==> src/core/isdp_regs.vh <==
// register offsets, field positions and build constants of the dma port block
`ifndef ISDP_REGS_VH
`define ISDP_REGS_VH

// register byte offsets
`define ISDP_ADDR_W 12
`define ISDP_OFF_RX_PORT 12'h1c0
`define ISDP_OFF_RX_RESTART 12'h1c4
`define ISDP_OFF_TX_PORT 12'h1c8
`define ISDP_OFF_TX_RESTART 12'h1cc
`define ISDP_OFF_PARAM_ONE 12'h1f4
`define ISDP_OFF_VERSION 12'h1f8
`define ISDP_OFF_RX_SIZES 12'h1f0

// restart bit position
`define ISDP_RESTART_BIT 0

// word size codes
`define ISDP_WS_12 3'h0
`define ISDP_WS_16 3'h1
`define ISDP_WS_20 3'h2
`define ISDP_WS_24 3'h3
`define ISDP_WS_32 3'h4

// build values reported by the parameter and receive size registers
`define ISDP_RX_WS0 `ISDP_WS_16
`define ISDP_RX_WS1 `ISDP_WS_16
`define ISDP_RX_WS2 `ISDP_WS_16
`define ISDP_RX_WS3 `ISDP_WS_16
`define ISDP_TX_WS0 `ISDP_WS_16
`define ISDP_TX_WS1 `ISDP_WS_16
`define ISDP_TX_WS2 `ISDP_WS_16
`define ISDP_TX_WS3 `ISDP_WS_16
`define ISDP_TX_CHAN_CODE 2'h3
`define ISDP_RX_CHAN_CODE 2'h3
`define ISDP_RX_PRESENT 1'h1
`define ISDP_TX_PRESENT 1'h1
`define ISDP_MASTER_CAP 1'h1
`define ISDP_DEPTH_2 2'h0
`define ISDP_DEPTH_4 2'h1
`define ISDP_DEPTH_8 2'h2
`define ISDP_DEPTH_16 2'h3
`define ISDP_FIFO_DEPTH_CODE `ISDP_DEPTH_16
`define ISDP_BUS_8 2'h0
`define ISDP_BUS_16 2'h1
`define ISDP_BUS_32 2'h2
`define ISDP_BUS_WIDTH_CODE `ISDP_BUS_32

// version value, arbitrary
`define ISDP_VERSION_VALUE 32'h00010000

// channel data layout
`define ISDP_NCH 4
`define ISDP_CH_W 2
`define ISDP_SAMPLE_W 32
`define ISDP_HALF_W 16
`define ISDP_TX_BUF_W 34

// build field widths
`define ISDP_WS_W 3
`define ISDP_CODE_W 2

`endif

==> src/core/isdp_buf2.v <==
// two-entry buffer with valid and ready on both sides
`timescale 1ns/1ps
`include "isdp_regs.vh"
module isdp_buf2 (
   // clock and reset
   input wire clk,
   input wire rst_n,
   // filling side
   input wire in_valid,
   output reg in_ready_r,
   input wire [`ISDP_TX_BUF_W-1:0] in_data,
   // draining side
   output reg out_valid_r,
   input wire out_ready,
   output reg [`ISDP_TX_BUF_W-1:0] out_data_r
);
   reg [`ISDP_TX_BUF_W-1:0] spare_r;
   reg spare_v_r;
   wire push;
   wire pop;

   assign push = in_valid & in_ready_r;
   assign pop = out_valid_r & out_ready;

   always @(posedge clk or negedge rst_n) begin
      if (!rst_n) begin
         out_valid_r <= 1'b0;
         spare_v_r <= 1'b0;
         in_ready_r <= 1'b1;
         out_data_r <= {`ISDP_TX_BUF_W{1'b0}};
         spare_r <= {`ISDP_TX_BUF_W{1'b0}};
      end else begin
         if (pop) begin
            if (spare_v_r) begin
               out_data_r <= spare_r;
               out_valid_r <= 1'b1;
               spare_v_r <= 1'b0;
               in_ready_r <= 1'b1;
            end else begin
               out_data_r <= in_data;
               out_valid_r <= push;
            end
         end else if (push) begin
            if (!out_valid_r) begin
               out_data_r <= in_data;
               out_valid_r <= 1'b1;
            end else begin
               spare_r <= in_data;
               spare_v_r <= 1'b1;
               in_ready_r <= 1'b0;
            end
         end
      end
   end
endmodule // isdp_buf2

==> src/core/isdp_rotor.v <==
// rotation pointer over the enabled channels, lowest first, with wrap
`timescale 1ns/1ps
`include "isdp_regs.vh"
module isdp_rotor (
   // clock and reset
   input wire clk,
   input wire rst_n,
   // control
   input wire [`ISDP_NCH-1:0] chan_enable,
   input wire advance,
   input wire restart,
   // state
   output reg [`ISDP_CH_W-1:0] ptr_r
);
   reg [`ISDP_CH_W-1:0] first_en;
   reg [`ISDP_CH_W-1:0] next_en;
   reg [`ISDP_CH_W-1:0] ptr_nxt;
   integer i;

   // lowest enabled channel and next enabled above the pointer
   always @* begin
      first_en = {`ISDP_CH_W{1'b0}};
      next_en = {`ISDP_CH_W{1'b0}};
      for (i = `ISDP_NCH - 1; i >= 0; i = i - 1) begin
         if (chan_enable[i]) begin
            first_en = i[`ISDP_CH_W-1:0];
         end
      end
      next_en = first_en;
      for (i = `ISDP_NCH - 1; i >= 0; i = i - 1) begin
         if (chan_enable[i] && (i > ptr_r)) begin
            next_en = i[`ISDP_CH_W-1:0];
         end
      end
      if (restart) begin
         ptr_nxt = first_en;
      end else if (advance || !chan_enable[ptr_r]) begin
         // a pointer left on a disabled channel moves on
         ptr_nxt = next_en;
      end else begin
         ptr_nxt = ptr_r;
      end
   end

   always @(posedge clk or negedge rst_n) begin
      if (!rst_n) begin
         ptr_r <= {`ISDP_CH_W{1'b0}};
      end else begin
         ptr_r <= ptr_nxt;
      end
   end
endmodule // isdp_rotor

==> src/core/isdp_top.v <==
// shared receive and transmit dma ports with build parameter registers
`timescale 1ns/1ps
`include "isdp_regs.vh"
module isdp_top (
   // clock and reset
   input wire CLK,
   input wire RESET_N,
   // register bus
   input wire PSEL,
   input wire PENABLE,
   input wire PWRITE,
   input wire [`ISDP_ADDR_W-1:0] PADDR,
   input wire [`ISDP_SAMPLE_W-1:0] PWDATA,
   output reg [`ISDP_SAMPLE_W-1:0] PRDATA,
   output reg PREADY,
   // receive channels
   input wire [`ISDP_NCH-1:0] RX_CH_ENABLE,
   input wire [`ISDP_NCH-1:0] RX_AVAIL,
   input wire [`ISDP_NCH*`ISDP_SAMPLE_W-1:0] RX_LEFT_DATA,
   input wire [`ISDP_NCH*`ISDP_SAMPLE_W-1:0] RX_RIGHT_DATA,
   output reg [`ISDP_NCH-1:0] RX_TAKE,
   // transmit channels
   input wire [`ISDP_NCH-1:0] TX_CH_ENABLE,
   output wire TX_VALID,
   input wire TX_READY,
   output wire [`ISDP_CH_W-1:0] TX_CHAN,
   output wire [`ISDP_SAMPLE_W-1:0] TX_PAIR
);
   reg rst_meta_r;
   reg rst_sync_r;
   reg [`ISDP_SAMPLE_W-1:0] prdata_nxt;
   reg rx_restart_r;
   reg tx_restart_r;
   reg rx_adv;
   reg tx_push;
   reg done;
   wire access;
   wire wr_rx_restart;
   wire wr_tx_restart;
   wire tx_in_ready;
   wire [`ISDP_CH_W-1:0] rx_ptr;
   wire [`ISDP_CH_W-1:0] tx_ptr;
   wire [`ISDP_SAMPLE_W-1:0] param_one;
   wire [`ISDP_SAMPLE_W-1:0] rx_pair;
   wire [`ISDP_TX_BUF_W-1:0] tx_out;
   wire sel_rx_restart;
   wire sel_tx_restart;
   wire rx_ready_ch;
   wire tx_advance;
   wire [`ISDP_NCH-1:0] rx_hit;
   wire [`ISDP_NCH-1:0] rx_take_nxt;
   wire [`ISDP_NCH*`ISDP_SAMPLE_W-1:0] rx_pairs;
   wire [`ISDP_SAMPLE_W-1:0] rx_sizes;
   wire [`ISDP_TX_BUF_W-1:0] tx_in_data;
   wire [`ISDP_WS_W-1:0] rx_ch0_resolution;
   wire [`ISDP_WS_W-1:0] rx_ch1_resolution;
   wire [`ISDP_WS_W-1:0] rx_ch2_resolution;
   wire [`ISDP_WS_W-1:0] rx_ch3_resolution;
   wire [`ISDP_WS_W-1:0] tx_ch0_resolution;
   wire [`ISDP_WS_W-1:0] tx_ch1_resolution;
   wire [`ISDP_WS_W-1:0] tx_ch2_resolution;
   wire [`ISDP_WS_W-1:0] tx_ch3_resolution;
   wire [`ISDP_CODE_W-1:0] tx_count_code;
   wire [`ISDP_CODE_W-1:0] rx_count_code;
   wire receiver_present;
   wire transmitter_present;
   wire master_capable;
   wire [`ISDP_CODE_W-1:0] fifo_depth_code;
   wire [`ISDP_CODE_W-1:0] bus_width_code;
   genvar ch;

   // reset release through two flops
   always @(posedge CLK or negedge RESET_N) begin
      if (!RESET_N) begin
         rst_meta_r <= 1'b0;
         rst_sync_r <= 1'b0;
      end else begin
         rst_meta_r <= 1'b1;
         rst_sync_r <= rst_meta_r;
      end
   end

   // restart register selects
   assign sel_rx_restart = (PADDR == `ISDP_OFF_RX_RESTART);
   assign sel_tx_restart = (PADDR == `ISDP_OFF_TX_RESTART);

   // access phase not yet answered
   assign access = PSEL & PENABLE & ~PREADY;
   assign wr_rx_restart = access & PWRITE & sel_rx_restart &
      PWDATA[`ISDP_RESTART_BIT];
   assign wr_tx_restart = access & PWRITE & sel_tx_restart &
      PWDATA[`ISDP_RESTART_BIT];

   // build fields
   assign rx_ch0_resolution = `ISDP_RX_WS0;
   assign rx_ch1_resolution = `ISDP_RX_WS1;
   assign rx_ch2_resolution = `ISDP_RX_WS2;
   assign rx_ch3_resolution = `ISDP_RX_WS3;
   assign tx_ch0_resolution = `ISDP_TX_WS0;
   assign tx_ch1_resolution = `ISDP_TX_WS1;
   assign tx_ch2_resolution = `ISDP_TX_WS2;
   assign tx_ch3_resolution = `ISDP_TX_WS3;
   assign tx_count_code = `ISDP_TX_CHAN_CODE;
   assign rx_count_code = `ISDP_RX_CHAN_CODE;
   assign receiver_present = `ISDP_RX_PRESENT;
   assign transmitter_present = `ISDP_TX_PRESENT;
   assign master_capable = `ISDP_MASTER_CAP;
   assign fifo_depth_code = `ISDP_FIFO_DEPTH_CODE;
   assign bus_width_code = `ISDP_BUS_WIDTH_CODE;

   // receive word size word
   assign rx_sizes = {19'h0, rx_ch3_resolution, rx_ch2_resolution, 1'b0,
      rx_ch1_resolution, rx_ch0_resolution};

   // build parameter word
   assign param_one = {4'h0,
      tx_ch3_resolution, tx_ch2_resolution,
      tx_ch1_resolution, tx_ch0_resolution,
      5'h00,
      tx_count_code, rx_count_code,
      receiver_present, transmitter_present, master_capable,
      fifo_depth_code,
      bus_width_code};

   // per-channel pair packing, readiness and take decode
   generate
      for (ch = 0; ch < `ISDP_NCH; ch = ch + 1) begin : g_chan
         assign rx_pairs[ch*`ISDP_SAMPLE_W +: `ISDP_SAMPLE_W] = {
            RX_RIGHT_DATA[ch*`ISDP_SAMPLE_W +: `ISDP_HALF_W],
            RX_LEFT_DATA[ch*`ISDP_SAMPLE_W +: `ISDP_HALF_W]};
         assign rx_hit[ch] = (rx_ptr == ch) & RX_CH_ENABLE[ch] &
            RX_AVAIL[ch];
         assign rx_take_nxt[ch] = rx_adv & rx_hit[ch];
      end
   endgenerate

   // packed stereo pair of the pointed receive channel
   assign rx_ready_ch = |rx_hit;
   assign rx_pair = rx_pairs[rx_ptr*`ISDP_SAMPLE_W +: `ISDP_SAMPLE_W];

   // transmit pair entering the buffer with its channel
   assign tx_advance = tx_push & tx_in_ready;
   assign tx_in_data = {tx_ptr, PWDATA};

   // decode and read mux
   always @* begin
      prdata_nxt = {`ISDP_SAMPLE_W{1'b0}};
      rx_adv = 1'b0;
      tx_push = 1'b0;
      done = access;
      if (access) begin
         case (PADDR)
            `ISDP_OFF_RX_PORT: begin
               if (!PWRITE && rx_ready_ch) begin
                  prdata_nxt = rx_pair;
                  rx_adv = 1'b1;
               end
            end
            `ISDP_OFF_RX_RESTART: begin
               prdata_nxt = {31'h0, rx_restart_r};
            end
            `ISDP_OFF_TX_PORT: begin
               if (PWRITE) begin
                  tx_push = 1'b1;
                  done = tx_in_ready;
               end
            end
            `ISDP_OFF_TX_RESTART: begin
               prdata_nxt = {31'h0, tx_restart_r};
            end
            `ISDP_OFF_PARAM_ONE: begin
               prdata_nxt = param_one;
            end
            `ISDP_OFF_VERSION: begin
               prdata_nxt = `ISDP_VERSION_VALUE;
            end
            `ISDP_OFF_RX_SIZES: begin
               prdata_nxt = rx_sizes;
            end
            default: begin
               prdata_nxt = {`ISDP_SAMPLE_W{1'b0}};
            end
         endcase
      end
   end

   // bus answer, pop pulses, self-clearing restart bits
   always @(posedge CLK or negedge rst_sync_r) begin
      if (!rst_sync_r) begin
         PRDATA <= {`ISDP_SAMPLE_W{1'b0}};
         PREADY <= 1'b0;
         RX_TAKE <= {`ISDP_NCH{1'b0}};
         rx_restart_r <= 1'b0;
         tx_restart_r <= 1'b0;
      end else begin
         PREADY <= done;
         if (done) begin
            PRDATA <= prdata_nxt;
         end
         RX_TAKE <= rx_take_nxt;
         rx_restart_r <= wr_rx_restart;
         tx_restart_r <= wr_tx_restart;
      end
   end

   // receive rotation
   isdp_rotor u_rx_rotor (
      .clk(CLK),
      .rst_n(rst_sync_r),
      .chan_enable(RX_CH_ENABLE),
      .advance(rx_adv),
      .restart(wr_rx_restart),
      .ptr_r(rx_ptr)
   );

   // transmit rotation, stepped as each pair enters the buffer
   isdp_rotor u_tx_rotor (
      .clk(CLK),
      .rst_n(rst_sync_r),
      .chan_enable(TX_CH_ENABLE),
      .advance(tx_advance),
      .restart(wr_tx_restart),
      .ptr_r(tx_ptr)
   );

   // transmit pairs with their target channel
   isdp_buf2 u_tx_buf (
      .clk(CLK),
      .rst_n(rst_sync_r),
      .in_valid(tx_push),
      .in_ready_r(tx_in_ready),
      .in_data(tx_in_data),
      .out_valid_r(TX_VALID),
      .out_ready(TX_READY),
      .out_data_r(tx_out)
   );

   assign TX_CHAN = tx_out[`ISDP_TX_BUF_W-1:`ISDP_SAMPLE_W];
   assign TX_PAIR = tx_out[`ISDP_SAMPLE_W-1:0];
endmodule // isdp_top

==> config.mk <==
export PLATFORM = sky130hd
export DESIGN_NAME = isdp_top
export DESIGN_NICKNAME = d
export VERILOG_FILES = /design/src/core/isdp_buf2.v /design/src/core/isdp_rotor.v /design/src/core/isdp_top.v
export VERILOG_INCLUDE_DIRS = /design/src /design/src/core
export SDC_FILE = /design/constraint.sdc
export NUM_CORES = 1
export LEC_CHECK = 0
export ABC_AREA = 1
export BUFFER_PORTS_ARGS = -buffer_cell sky130_fd_sc_hd__buf_4
export CAP_MARGIN = 20
export CORE_MARGIN = 2
export CORE_UTILIZATION = 25
export DETAILED_ROUTE_END_ITERATION = 16
export GPL_TIMING_DRIVEN = 1
export SYNTH_ARGS = -nofsm -noshare
export SYNTH_HDL_FRONTEND = slang
export SYNTH_SLANG_ARGS = --single-unit
export TNS_END_PERCENT = 50
==> constraint.sdc <==
create_clock -name CLK -period 6.2 [get_ports CLK]
set_clock_uncertainty 0.2 [all_clocks]
set_input_delay 0.31 -clock CLK [delete_from_list [all_inputs] [get_ports CLK]]
set_output_delay 0.31 -clock CLK [all_outputs]
set_load 0.02 [all_outputs]
==> impl_metrics.py <==
metrics = {
    "outcome": {
        "status": "complete, no violations",
    },
    "critical_path": {
        "rr_startpoint": "u_rx_rotor.ptr_r[1]$_DFFE_PN0P_",
        "r2r_cells": 7,
        "cp-end-kind": "register",
        "r2r_slack_ns": 2.88,
        "worstSetupPathType": "register to register",
        "r2r_end": "RX_TAKE[3]$_DFF_PN0_",
        "startpoint_type": "register",
        "worst_ep_arrival_time_ns": 3.40,
        "crit_fanout": 24,
        "required_ns": 6.28,
    },
    "detailed_routing": {
        "num_vias": 6664,
        "met2WireLength_um": 10300,
        "routed.top_layer": "met4",
        "dr_wl_met3_um": 1660,
        "drtPass1Iterations": 6,
        "antenna_left": 0,
        "wire_per_inst_um": 14.8,
        "wirelength_met1_um": 9630,
        "drt_iter0_drc": 413,
        "avgViaCountPerCell": 4.52,
        "drc": 0,
        "totalWireLength_um": 21800,
    },
    "floorplanning": {
        "die_h_um": 165,
        "core-area_mm2": 0.0258,
        "die_area_mm2": 0.0273,
        "initial_utilization_pct": 25.2,
        "die_w_um": 165,
        "std_cell_rows": 59,
        "io_pins": 390,
    },
    "synthesis": {
        "yosys_most_used_dff": "dfrtp_1",
        "synth_fp_nets": 1168,
        "yosys_warnings": 0,
        "yosysUniqueCellTypes": 32,
        "synth.yosys.seq_area_share_pct": 44.7,
        "synth_edf_count": 0,
        "avgSynthCellArea_um2": 7.65,
        "syn-cell-area_mm2": 0.00650,
        "async_flop_share_pct": 100,
        "ys_ff_latch": 116,
        "synth_cells": 850,
    },
    "clock_tree": {
        "cts_buffer_depth": 2,
        "root_buffer": "clkbuf_16",
        "cts_setup_buffers": 0,
        "tritoncts": "built",
        "cts.sinks": 116,
        "h-tree-depth": 4,
        "clkTransAtPathRegs_ns": 0.06,
        "numCtsBuffers": 17,
        "cts_resized": 0,
        "cts_hold_buf": 37,
        "insertion_delay_ns": 0.41,
    },
    "min_path": {
        "min_path_cells": 4,
        "hold_start": "TX_READY",
        "hold_path_class": "input pin to register",
        "hold_path_end": "u_tx_buf.spare_v_r$_DFFE_PN0P_",
    },
    "global_routing": {
        "grtUsageTotal_pct": 16.2,
        "grt_max_degree": 75,
        "antenna_found_initial": 0,
        "grt_pass1_wl_um": 34500,
        "grt_pass1_vias": 6640,
        "grt_overflow_total": 0,
    },
    "sta": {
        "finalSetupTns_ns": 0,
        "finalCritPeriodShare_pct": 53.5,
        "fmaxAchievable_mhz": 301,
        "rsz0062_at_grt": "no",
        "relSlewSlack_pct": 33.0,
        "final_max_slew_viol_count": 0,
        "holdWs_ns": 0.0369,
        "setup_viol": 0,
        "hold_viol": 0,
        "worst_pin_slew_ns": 1.00,
        "period_minus_slack_ns": 3.32,
    },
    "cells_and_area": {
        "layout_commonest_cell": "nand2_1",
        "multi_input_area_mm2": 0.00311,
        "drive_gt1_share_pct": 30.1,
        "seqCellArea_mm2": 0.00291,
        "nFillCells": 2689,
        "area_delta_synth_final_pct": 48.3,
        "fin_util_pct": 37.4,
        "fin_cells": 1473,
        "final_cell_mix": "nand2_1, buf_4, dfrtp_1, nor2_1",
        "antenna_cells": 0,
        "nets": 1443,
    },
    "placed_design": {
        "place_congestion": 0.828,
        "dpl.hpwl_um": 15400,
        "placed_cells": 1403,
        "io_buffers": 261,
    },
    "pwr": {
        "leakage_nw": 5.02,
        "ir_worst_vdd_mv": 0.198,
        "power_w": 0.00255,
        "power.density_mw_per_mm2": 265,
    },
    "job": {
        "maxCapViolCount": 0,
    },
}
worst max-delay path, cell delays in order (launching register included):
cell and delay, ns:
dfrtp_1 0.61, inv_1 0.63, nand4_1 0.24, nand2_1 0.13
inv_1 0.05, nand2_2 0.26, nand3_2 0.62, nor3_2 0.42
power breakdown:
| part | switching [W] | internal [W] | leakage, nW |
|---|---|---|---|
| clock network | 0.000382 | 0.000609 | 0.283 |
| logic | 0.000473 | 0.000282 | 3.14 |
| registers | 0.0000356 | 0.000772 | 1.60 |
state kept, by name, summed over array words and instances (netlist names):
name / flops
PRDATA: 32
PREADY: 1
RX_TAKE: 4
rst_meta_r: 1
rst_sync_r: 1
rx_restart_r: 1
tx_restart_r: 1
u_rx_rotor.ptr_r: 2
u_tx_buf.in_ready_r: 1
u_tx_buf.out_data_r: 34
u_tx_buf.out_valid_r: 1
u_tx_buf.spare_r: 34
u_tx_buf.spare_v_r: 1
u_tx_rotor.ptr_r: 2
how the worst max path moves through the flow:
stage | from | to | slack, ns | cells past startpoint
after floorplan | rst_sync_r$_DFF_PN0_ | PRDATA[0]$_DFFE_PN0P_ | 2.53 | 0
after global placement | u_rx_rotor.ptr_r[0]$_DFFE_PN0P_ | RX_TAKE[3]$_DFF_PN0_ | 2.80 | 8
after detailed placement | u_rx_rotor.ptr_r[0]$_DFFE_PN0P_ | RX_TAKE[3]$_DFF_PN0_ | 2.82 | 8
after CTS | u_rx_rotor.ptr_r[0]$_DFFE_PN0P_ | RX_TAKE[3]$_DFF_PN0_ | 2.80 | 8
after global routing | u_rx_rotor.ptr_r[1]$_DFFE_PN0P_ | RX_TAKE[3]$_DFF_PN0_ | 2.52 | 7
final | u_rx_rotor.ptr_r[1]$_DFFE_PN0P_ | RX_TAKE[3]$_DFF_PN0_ | 2.88 | 7
through the flow:
stage / setup WS, ns / instance area, µm²
CTS: 2.80 / 9630
finish: 2.88 / 9650
global placement: 2.80 / 8670
detailed placement: 2.82 / 8670
floorplan: 2.53 / 6500
global route: 2.52 / 9650
metal layers:
layer / GRT usage, % / up-vias
met2: 26.8 / 213
met4: 5.10 / 0
met1: 20.3 / 3094
met5: 0 / -
li1: - / 3339
met3: 4.90 / 18
logic make-up after synthesis:
logic type	after synthesis	share of synthesized area, %
AOI/OAI and AO/OA	128	11.6
muxes	32	4.93
DFF	116	44.7
and+or+nand+nor	462	31.1
buffers and inverters	111	7.62
other	1	0.0577
cells in the mapped netlist (2+ instances only):
master      n  share of area (%)
o21ai_1    31                2.4
inv_2       4               0.23
nor2_4      2               0.35
nor3_2      2               0.31
dfrtp_1   115                 44
a22oi_1    17                2.0
buf_2      24                1.8
nand4_1    41                3.9
nand2_2     4               0.38
buf_6       5               0.87
nand2_1   276                 16
nand2_4     2               0.35
clkbuf_1   15               0.87
o21ai_0    58                4.5
o21ai_2    19                2.6
inv_1      58                3.3
nor3_1      4               0.31
nor2_2      3               0.29
buf_1       2               0.12
a21oi_1     2               0.15
buf_4       3               0.35
mux2i_1    32                4.9
nand3_1    50                3.8
nor2_1     73                4.2
layout make-up:
cell class,instances,share of cell area (%)
clock inverter,13,1.53
tap,335,4.35
multi-input combinational,623,32.2
clock buffer,19,4.59
timing repair buffer,305,24.8
inverter,62,2.41
sequential,116,30.1
No activity file was read; power rests on OpenSTA's default activity.
